===== config.mk =====
export PLATFORM = sky130hd
export DESIGN_NAME = input_deserializer_gearbox
export DESIGN_NICKNAME = d
export VERILOG_FILES = /design/src/rtl/gearbox_pkg.sv /design/src/rtl/gearbox_lane.sv /design/src/rtl/input_deserializer_gearbox.sv
export SDC_FILE = /design/constraint.sdc
export NUM_CORES = 1
export LEC_CHECK = 0
export ABC_AREA = 1
export BUFFER_PORTS_ARGS = -buffer_cell sky130_fd_sc_hd__buf_4
export CAP_MARGIN = 40
export CELL_PAD_IN_SITES_DETAIL_PLACEMENT = 1
export CELL_PAD_IN_SITES_GLOBAL_PLACEMENT = 1
export CORE_AREA = 8 8 85 87
export DETAILED_ROUTE_END_ITERATION = 8
export DIE_AREA = 0 0 93 95
export PLACE_DENSITY = 0.92
export SYNTH_ARGS = -nofsm -noshare
export SYNTH_HDL_FRONTEND = slang
export SYNTH_SLANG_ARGS = --single-unit
export TNS_END_PERCENT = 50

===== constraint.sdc =====
create_clock -name mclk -period 3.3 [get_ports mclk]
set_input_delay 0.66 -clock mclk [delete_from_list [all_inputs] [get_ports mclk]]
set_output_delay 0.66 -clock mclk [all_outputs]
set_load 0.03 [all_outputs]

===== src/rtl/gearbox_pkg.sv =====
package gearbox_pkg;

  // =====================================================================
  // Modes of the input gearbox
  // =====================================================================
  typedef enum logic [1:0] {
    MODE_VIDEO_SEVEN,   // 1:7 video receive
    MODE_DDR_EIGHT,     // generic_ddr_one_to_eight
    MODE_DDR_DUAL_FOUR  // two generic_ddr_one_to_four
  } gear_mode_t;

  // =====================================================================
  // Widths and word lengths
  // =====================================================================
  localparam int unsigned      PAR_WIDTH    = 8;
  localparam int unsigned      CNT_WIDTH    = 4;
  localparam int unsigned      LANE_COUNT   = 2;
  localparam logic [3:0]       LEN_VIDEO    = 4'h7;
  localparam logic [3:0]       LEN_EIGHT    = 4'h8;
  localparam logic [3:0]       LEN_FOUR     = 4'h4;
  localparam logic [3:0]       LEN_NONE     = 4'h0;

  // Lane indices and output field positions
  localparam int unsigned      LANE_FIRST   = 0;
  localparam int unsigned      LANE_THIRD   = 1;
  localparam int unsigned      HALF_LSB     = 0;
  localparam int unsigned      HALF_MSB     = 3;
  localparam int unsigned      UPPER_LSB    = 4;
  localparam int unsigned      UPPER_MSB    = 7;
  localparam int unsigned      VIDEO_MSB    = 6;
  localparam int unsigned      UNUSED_BIT   = 7;

endpackage : gearbox_pkg


===== src/rtl/gearbox_lane.sv =====
`timescale 1ns/1ps

// =====================================================================
// One deserializing lane: collects bits into words of a chosen length
// =====================================================================
module gearbox_lane #(
  parameter int unsigned W  = gearbox_pkg::PAR_WIDTH,
  parameter int unsigned CW = gearbox_pkg::CNT_WIDTH
) (
  // Clock and reset
  input  wire logic          mclk,
  input  wire logic          reset_n,
  // Bit stream
  input  wire logic          clear,
  input  wire logic          bit_strobe,
  input  wire logic          bit_in,
  input  wire logic [CW-1:0] word_len,
  input  wire logic          slip_req,
  // Word out
  output logic      [W-1:0]  word,
  output logic               word_done,
  output logic      [CW-1:0] bit_count
);
  import gearbox_pkg::*;

  typedef struct packed {
    logic [W-1:0]  shift;
    logic [W-1:0]  word;
    logic [CW-1:0] count;
    logic          done;
    logic          slip_pend;
  } lane_state_t;

  lane_state_t q, d;

  // Mask keeping the low len bits of a word
  function automatic logic [W-1:0] low_mask(input logic [CW-1:0] len);
    logic [W-1:0] m;
    m = '0;
    for (int i = 0; i < W; i++) begin
      m[i] = (i < len);
    end
    return m;
  endfunction : low_mask

  // Next state: a slip absorbs one bit without advancing the count,
  // moving the word boundary one bit later
  always_comb begin
    d = q;
    d.done = 1'b0;
    if (slip_req) begin
      d.slip_pend = 1'b1;
    end
    if (clear) begin
      d = '0;
    end else if (bit_strobe) begin
      d.shift = {q.shift[W-2:0], bit_in};
      if (q.slip_pend) begin
        d.slip_pend = slip_req;                                   // RULE5
      end else if (q.count == word_len - CW'(1)) begin
        d.word  = {q.shift[W-2:0], bit_in} & low_mask(word_len);
        d.count = '0;
        d.done  = 1'b1;
      end else begin
        d.count = q.count + CW'(1);
      end
    end
  end

  always_ff @(posedge mclk or negedge reset_n) begin
    if (!reset_n) begin
      q <= '0;
    end else begin
      q <= d;
    end
  end

  assign word      = q.word;
  assign word_done = q.done;
  assign bit_count = q.count;

endmodule : gearbox_lane


===== src/rtl/input_deserializer_gearbox.sv =====
`timescale 1ns/1ps

// How it works
// (RULE1) Gearbox works as 1:7 deserializer, one 1:8, or two 1:4 DDR gearboxes.
// (RULE2) Video 1:7 words appear on bits 6..0; bit 7 stays zero.
// (RULE3) In 1:8 mode each word fills all bits 7..0.
// (RULE4) Dual 1:4: first slot drives bits 7..4, third slot bits 3..0.
// (RULE5) Core align request shifts the word boundary by one serial bit.
// (RULE6) Serial input is the first pad's delayed high-speed data.
// (RULE7) Bits taken on both clock edges; slow clock is edge clock over half width.

module input_deserializer_gearbox (
  // Clock and reset
  input  wire logic                   mclk,
  input  wire logic                   reset_n,
  // Configuration
  input  wire gearbox_pkg::gear_mode_t mode,
  // Serial side, outside this clock domain
  input  wire logic                   fast_edge_clock,
  input  wire logic                   serial_first,
  input  wire logic                   serial_third,
  // Core controls, same clock
  input  wire logic                   word_align_request,
  input  wire logic                   word_align_request_third,
  // Parallel side
  output logic [gearbox_pkg::PAR_WIDTH-1:0] parallel_q,
  output logic [gearbox_pkg::LANE_COUNT-1:0] word_valid,
  output logic                        slow_clock
);
  import gearbox_pkg::*;

  typedef struct packed {
    logic [1:0]            eclk_sync;
    logic                  eclk_last;
    logic [1:0]            first_sync;
    logic [1:0]            third_sync;
    logic [LANE_COUNT-1:0] align_last;
    gear_mode_t            mode_last;
    logic [PAR_WIDTH-1:0]  par;
    logic [LANE_COUNT-1:0] valid;
    logic                  slow;
  } top_state_t;

  top_state_t q, d;

  // =====================================================================
  // Lane wiring
  // =====================================================================
  logic                  bit_strobe;
  logic                  mode_change;
  logic [LANE_COUNT-1:0] lane_bit;
  logic [LANE_COUNT-1:0] lane_slip;
  logic [LANE_COUNT-1:0] lane_clear;
  logic [LANE_COUNT-1:0] lane_done;
  logic [LANE_COUNT-1:0] align_now;
  logic [CNT_WIDTH-1:0]  lane_len   [LANE_COUNT];
  logic [CNT_WIDTH-1:0]  lane_cnt   [LANE_COUNT];
  logic [PAR_WIDTH-1:0]  lane_word  [LANE_COUNT];

  // Word length each lane runs at for a given mode
  function automatic logic [CNT_WIDTH-1:0] len_of(input gear_mode_t m, input int lane);
    logic [CNT_WIDTH-1:0] l;
    l = LEN_NONE;
    unique case (m)
      MODE_VIDEO_SEVEN:   l = (lane == LANE_FIRST) ? LEN_VIDEO : LEN_NONE;  // RULE1
      MODE_DDR_EIGHT:     l = (lane == LANE_FIRST) ? LEN_EIGHT : LEN_NONE;  // RULE1
      MODE_DDR_DUAL_FOUR: l = LEN_FOUR;                                     // RULE1
      default:            l = LEN_NONE;
    endcase
    return l;
  endfunction : len_of

  // Either edge of the sampled edge clock carries one bit
  assign bit_strobe  = q.eclk_sync[1] ^ q.eclk_last;                       // RULE7
  assign mode_change = (mode != q.mode_last);
  assign align_now   = {word_align_request_third, word_align_request};
  assign lane_bit    = {q.third_sync[1], q.first_sync[1]};                  // RULE6

  // =====================================================================
  // Two lanes; the third-slot lane idles outside dual mode
  // =====================================================================
  generate
    for (genvar g = 0; g < LANE_COUNT; g++) begin : g_lane
      assign lane_len[g]   = len_of(mode, g);
      assign lane_clear[g] = mode_change || (lane_len[g] == LEN_NONE);
      // Only a rising request slips, so a held level cannot walk the boundary
      assign lane_slip[g]  = align_now[g] && !q.align_last[g];             // RULE5

      gearbox_lane #(
        .W  (PAR_WIDTH),
        .CW (CNT_WIDTH)
      ) u_lane (
        .mclk       (mclk),
        .reset_n    (reset_n),
        .clear      (lane_clear[g]),
        .bit_strobe (bit_strobe),
        .bit_in     (lane_bit[g]),
        .word_len   (lane_len[g]),
        .slip_req   (lane_slip[g]),
        .word       (lane_word[g]),
        .word_done  (lane_done[g]),
        .bit_count  (lane_cnt[g])
      );
    end
  endgenerate

  // =====================================================================
  // Synchronisers, output placement and slow clock
  // =====================================================================
  always_comb begin
    d = q;
    // Two flops on every pad-side input before use
    d.eclk_sync  = {q.eclk_sync[0], fast_edge_clock};
    d.eclk_last  = q.eclk_sync[1];
    d.first_sync = {q.first_sync[0], serial_first};
    d.third_sync = {q.third_sync[0], serial_third};
    d.align_last = align_now;
    d.mode_last  = mode;
    d.valid      = '0;
    if (mode_change) begin
      d.par = '0;
    end else begin
      unique case (mode)
        MODE_VIDEO_SEVEN: begin
          if (lane_done[LANE_FIRST]) begin
            d.par[VIDEO_MSB:0]  = lane_word[LANE_FIRST][VIDEO_MSB:0];      // RULE2
            d.par[UNUSED_BIT]   = 1'b0;                                    // RULE2
            d.valid[LANE_FIRST] = 1'b1;
          end
        end
        MODE_DDR_EIGHT: begin
          if (lane_done[LANE_FIRST]) begin
            d.par               = lane_word[LANE_FIRST];                   // RULE3
            d.valid[LANE_FIRST] = 1'b1;
          end
        end
        MODE_DDR_DUAL_FOUR: begin
          if (lane_done[LANE_FIRST]) begin
            d.par[UPPER_MSB:UPPER_LSB] = lane_word[LANE_FIRST][HALF_MSB:0]; // RULE4
            d.valid[LANE_FIRST]        = 1'b1;
          end
          if (lane_done[LANE_THIRD]) begin
            d.par[HALF_MSB:HALF_LSB] = lane_word[LANE_THIRD][HALF_MSB:0];  // RULE4
            d.valid[LANE_THIRD]      = 1'b1;
          end
        end
        default: begin
          d.par = '0;
        end
      endcase
    end
    // One slow period per word: low for the first half of the bits.
    // Odd lengths (video) give a slightly uneven duty cycle.
    d.slow = (lane_cnt[LANE_FIRST] >= (lane_len[LANE_FIRST] >> 1))       // RULE7
             && (lane_len[LANE_FIRST] != LEN_NONE);
  end

  always_ff @(posedge mclk or negedge reset_n) begin
    if (!reset_n) begin
      q <= '0;
    end else begin
      q <= d;
    end
  end

  assign parallel_q = q.par;
  assign word_valid = q.valid;
  assign slow_clock = q.slow;

endmodule : input_deserializer_gearbox


* Word level (Yosys, flattened, before mapping)
Index checks and enable logic that the tools add are counted.
** Storage, ports and cells
- Flip-flop bits (word level) :: 60
- Output and inout port bits :: 11
** Cells by class
- $add $sub $neg :: 4
- Order comparisons :: 17
- Eq/ne operators :: 11
- Muxes and demuxes :: 28
- Bitwise gates (word level) :: 3
- Reductions and logical operators :: 22
** Operators by type and width (count)
- 21-bit two-way mux :: 4
- 8-bit two-way mux :: 5
- 13-bit two-way mux :: 2
- 8-bit case mux with 3 select lines :: 1
- 8-bit AND :: 2
- 3-bit by 4-bit less-than comparator with 1-bit output, first input constant :: 4
- 3-bit less-than comparator, first input constant :: 4
- 4-bit two-way mux :: 3
- 3-bit by 2-bit inequality test with 1-bit output, second input constant :: 4
- 4-bit case mux with 3 select lines :: 1
- 3-bit AND reduction :: 4
- 1-bit two-way mux :: 9
- 4-bit by 1-bit adder with 4-bit output, second input constant :: 2
- 4-bit equality test :: 2
- 4-bit zero test :: 2
- 1-bit by 4-bit less-than comparator with 1-bit output, first input constant :: 2
- 2-bit by 4-bit less-than comparator with 1-bit output, first input constant :: 2
- 2-bit nonzero test :: 4
- 1-bit by 3-bit less-than comparator with 1-bit output, first input constant :: 2
- 2-bit by 3-bit less-than comparator with 1-bit output, first input constant :: 2
- 5-bit two-way mux :: 1
- 4-bit by 3-bit >= comparator with 1-bit output :: 1
- 2-bit by 1-bit inequality test with 1-bit output, second input constant :: 2
- 2-bit AND reduction :: 2
- other kinds (14) :: 18

* Depth between registers and ports, before layout
- Depth in word-level cells :: 8
- Depth in mapped cells :: 9
- Mapped depth without buffers :: 8

* Hierarchy
From an unflattened synthesis, not the netlist that was laid out.
** Second synthesis, totals
- Cell total of the unflattened synthesis :: 436
- Area total of the unflattened synthesis :: 3663.5 sq um
** By module, submodules not included
- gearbox_lane :: instances 2, cells each 150, area an instance 1232.4 sq um, seq. area each 525.5 sq um
- input_deserializer_gearbox :: instances 1, cells each 136, area an instance 1198.6 sq um, seq. area each 550.5 sq um

* Worst setup path after synthesis
No wires, ideal clock.
- Path kind :: input to register
- From :: input port mode[1]
- To :: register g_lane[0].u_lane.q (netlist bit g_lane[0].u_lane.word[0])
- Data arrival time :: 1756 ps
- Path slack :: 1427 ps
- Cell stages on the path :: 9
- Buffers on the path :: 1
- Path through :: buf_6 -> nor2_1 -> ha_1 -> nor2_1 -> nand3_2 -> nor2_8 -> nand2_4 -> nand3_1 -> nand2_1
** On the way
- Word-level cells in the longest chain between the ends :: 8
- Elaborated cells between the ends (all ways) :: 19
- Those cells by class :: add/sub (1); order compare (1); eq/ne (5); mux (5); bitwise (1); reduce/logical (6)
** Ends and longest elaborated chain
- from (decl) :: RTL line input_deserializer_gearbox.sv:17 : input wire gearbox_pkg::gear_mode_t mode,
- 2-bit equality test, or another cell as far along :: RTL line input_deserializer_gearbox.sv:64 : unique case (m)
- 4-bit case mux with 3 select lines :: RTL line input_deserializer_gearbox.sv:64
- 1-bit by 4-bit less-than comparator with 1-bit output :: RTL line gearbox_lane.sv:41 : m[i] = (i < len);
- 8-bit AND :: RTL line gearbox_lane.sv:61 : d.word = {q.shift[W-2:0], bit_in} & low_mask(word_len);
- 8-bit two-way mux :: RTL line gearbox_lane.sv:60 : end else if (q.count == word_len - CW'(1)) begin
- 13-bit two-way mux :: RTL line gearbox_lane.sv:58 : if (q.slip_pend) begin
- 21-bit two-way mux :: RTL line gearbox_lane.sv:56 : end else if (bit_strobe) begin
- 21-bit two-way mux :: RTL line gearbox_lane.sv:54 : if (clear) begin
- to (signal assigned) :: RTL line gearbox_lane.sv:72 : q <= '0;
- to (signal assigned) :: RTL line gearbox_lane.sv:74 : q <= d;
- to (decl) :: RTL line gearbox_lane.sv:34 : lane_state_t q, d;
Parallel ways exist; a longest one is shown, timed or not. The select of a mux whose other input is x is not followed.
A chain may end at the register's enable or synchronous reset.

* Worst setup path after layout
- From :: register q (netlist bit d[19])
- To :: register g_lane[1].u_lane.q (netlist bit g_lane[1].u_lane.word[1])
** On the way
- Word-level cells in the longest chain between the ends :: 3
** Ends and longest elaborated chain
- from (decl) :: RTL line input_deserializer_gearbox.sv:44 : top_state_t q, d;
- from (signal assigned) :: RTL line input_deserializer_gearbox.sv:160 : q <= '0;
- from (signal assigned) :: RTL line input_deserializer_gearbox.sv:162 : q <= d;
- 1-bit bitwise XOR :: RTL line input_deserializer_gearbox.sv:74 : assign bit_strobe = q.eclk_sync[1] ^ q.eclk_last;
- 2-bit nonzero test (no source line)
- 3-bit AND reduction (no source line)
- to (signal assigned) :: RTL line gearbox_lane.sv:72
- to (signal assigned) :: RTL line gearbox_lane.sv:74
- to (decl) :: RTL line gearbox_lane.sv:34
Every way passes these cells.

==> impl_results.md <==
* Max-slew headroom at a little over half
* Root Buffer: clkbuf_8
* Distinct cells, synth at 32
* CTS Sinks at between 50 and 60
* Synth warn at 0
* CTS Buffer Depth at 2
* First-pass GRT wire length at between 10,000 and 15,000 µm
* PostCTS Resize Cnt at 0
* Vias at between 2,000 and 2,500
* Reg-to-Reg End: g_lane[1].u_lane.word[1]
* Leakage power at 1.48 nW
* Cell taking the most area after synthesis: dfrtp_1
* Peak Freq at 553 MHz
* Setup_tns at 0 ns
* Layout Nets at between 300 and 400
* Initial core utilization at around half
* Drt total wl at between 6000 and 7000 µm
* Pwr Total at between 1 and 1.5 mW
* Pwr dens at 395 mW/mm²
* Worst-skew pair later-pin latency at between 0.3 and 0.4 ns
* DR pass1 iterations at 4
* Final-report max-slew violation count at 0
* Dpl hpwl at about 4600 µm
* Cell count after synthesis at roughly 320
* Clock skew at 0.00577 ns
* Clock Pin Slew Worst Setup and Hold Paths at around 0.090 ns
* Setup slack, reg-to-reg at 1.49 ns
* Largest net degree at the start of global routing at 57
* Kind of critical path: reg2reg
* Vias/cell at between 5 and 6
* H-tree Lvls at 2
* Post-route antenna net violation count at 0
* Worst EP required at ~3.6 ns
* Post-route DRC at 0
* Commonest non-fill, non-tap cells in the layout: nand2_1 (80), dfrtp_1 (56), nand3_1 (43)
* DRT iter0 DRCs at 62
* Critical Path End Type: flop
* Outcome: complete, no violations
* FF-to-FF Start: d[19]
* DIE AREA at between 0.008 and 0.009 mm²
* RSZ-0062 raised after global routing: false
* Endpoints failing setup at 0
* CTS Buf Count at 5
* Hold crit path type: reg2reg
* Top post-synthesis cells by area: dfrtp_1 (50%), nand2_1 (11%), nand3_1 (7.6%)
* Worst-Margin Slew at approximately 0.69 ns
* Initial antenna violation count at 0
* CTS Hold Bufs at 0
* GRT Total Usage at roughly 16%
* Core area at around 0.0058 mm²
* Fill cell total of the finished layout at between 700 and 800
* R2R cell count at 7
* Max VDD drop at between 0.2 and 0.25 mV
* HP Start: d[21]
* Diode count at 0
* Syn Nets at between 300 and 400
* Launch point of the worst path: d[19]
* Period utilisation layout at between 50 and 60%
* Cell Rows at 28
* CTS tree: yes
* Wirelength per Cell at around 16 µm
* Worst-path fanout max at 13
* Area growth syn-to-layout at 6.90%
* Layout cell share with drive strength beyond 1 at around a fifth
* # IOs at 20
* GPL Wtd Cong at 0.832
* Crit path capture: g_lane[1].u_lane.word[1]
* Fin. Hold Viols at 0
* Die span in x at 93 µm
* Vias in the first global route at between 2,000 and 2,500
* Mean Syn Cell Area at between 8 and 9 µm²
* Register area share after synthesis at approximately half
* Yosys reg bits at between 50 and 60
* Max Cap Viol at 0
* Setup crit start kind: flop
* Port Buf Inserts at 19
* Die height at between 90 and 100 µm
* Post-CTS setup repair buffer count at 0
* Cell Area, Synth at around 0.0028 mm²
* Most common cell after layout, fill and taps aside: nand2_1
* Share of the synthesized area in the top cell type at approximately half
* Worst Path Arrival at 2.06 ns
* GRT overflow at 0
* Min Clock Period, post-route at approximately 1.8 ns
-- worst max-delay path: stages (launching register included) --
cell and delay (ns):
dfrtp_1 0.41, inv_1 0.06, nand2_1 0.05, nand2_1 0.37, nand2_1 0.32, nor2_4 0.27, nand3_1 0.16, nand2_1 0.10
-- cell families after synthesis --
family | Yosys count | share of synthesized area [%]
simple gates | 173 | 31.0
flops | 56 | 49.5
buf+inv | 54 | 9.77
compound gates | 30 | 6.54
fa+ha+maj | 5 | 2.21
xor+xnor | 3 | 0.929
-- synth_stat cells (all sizes together) --
master,instances
clkbuf,1
nand2,92
nand4,11
nor3,2
xor2,3
buf,17
dfrtp,56
a21oi,10
o22ai,5
ha,5
a22oi,1
nor2,22
nand3b,1
nand3,45
o21ai,14
inv,36
-- flip-flops by register name (all words and copies together) (netlist names) --
name	count
parallel_q	8
lane_bit	2
slow_clock	1
g_lane.u_lane.bit_count	8
word_valid	2
g_lane.u_lane.word_done	2
q	5
d	4
g_lane.u_lane.word	12
g_lane.u_lane.q	12
-- per-layer routing --
| metal | global-route usage (%) | up-vias | part of all wire, % |
|---|---|---|---|
| li1 | - | 1050 | - |
| met1 | 19.0 | 1081 | 45 |
| met2 | 27.0 | 35 | 50 |
| met3 | 3.33 | 14 | 3.3 |
| met4 | 7.11 | 0 | 2.5 |
| met5 | 0 | - | 0 |
-- layout make-up --
class / instances / area [µm²] / area share (%)
flip-flops and latches: 56 / 1400 / 46.3
multi-input cells: 211 / 1150 / 38.1
repair buffers: 19 / 143 / 4.71
inverters: 36 / 143 / 4.71
well taps: 75 / 93.8 / 3.10
clock buffers: 6 / 82.6 / 2.73
clock inverters: 2 / 10.0 / 0.331
-- where the power goes --
part	internal, mW	switching, mW
combinational	0.0256	0.0831
sequential	0.695	0.00550
clock	0.168	0.216
-- stage by stage --
stage / std cells / hold slack [ns] / util (%) / cell area, µm² / worst slack (ns)
floorplan: 321 / 0.331 / - / 2830 / 1.43
global placement: 397 / 0.333 / 50.4 / 2930 / 1.30
detailed placement: 397 / 0.340 / 50.4 / 2930 / 1.22
CTS: 405 / 0.365 / 52.0 / 3030 / 1.49
global route: 405 / 0.367 / 52.0 / 3030 / 1.29
finish: 405 / 0.361 / 52.0 / 3030 / 1.49
-- worst min path at each step --
stage / to / slack [ns] / depth (start not counted)
after floorplan: d[19] / 0.33 / 0
after global placement: lane_bit[0] / 0.33 / 0
after detailed placement: d[19] / 0.34 / 0
after CTS: d[19] / 0.37 / 0
after global routing: d[19] / 0.37 / 0
final: d[19] / 0.36 / 0
No activity file was read; power rests on OpenSTA's default activity.
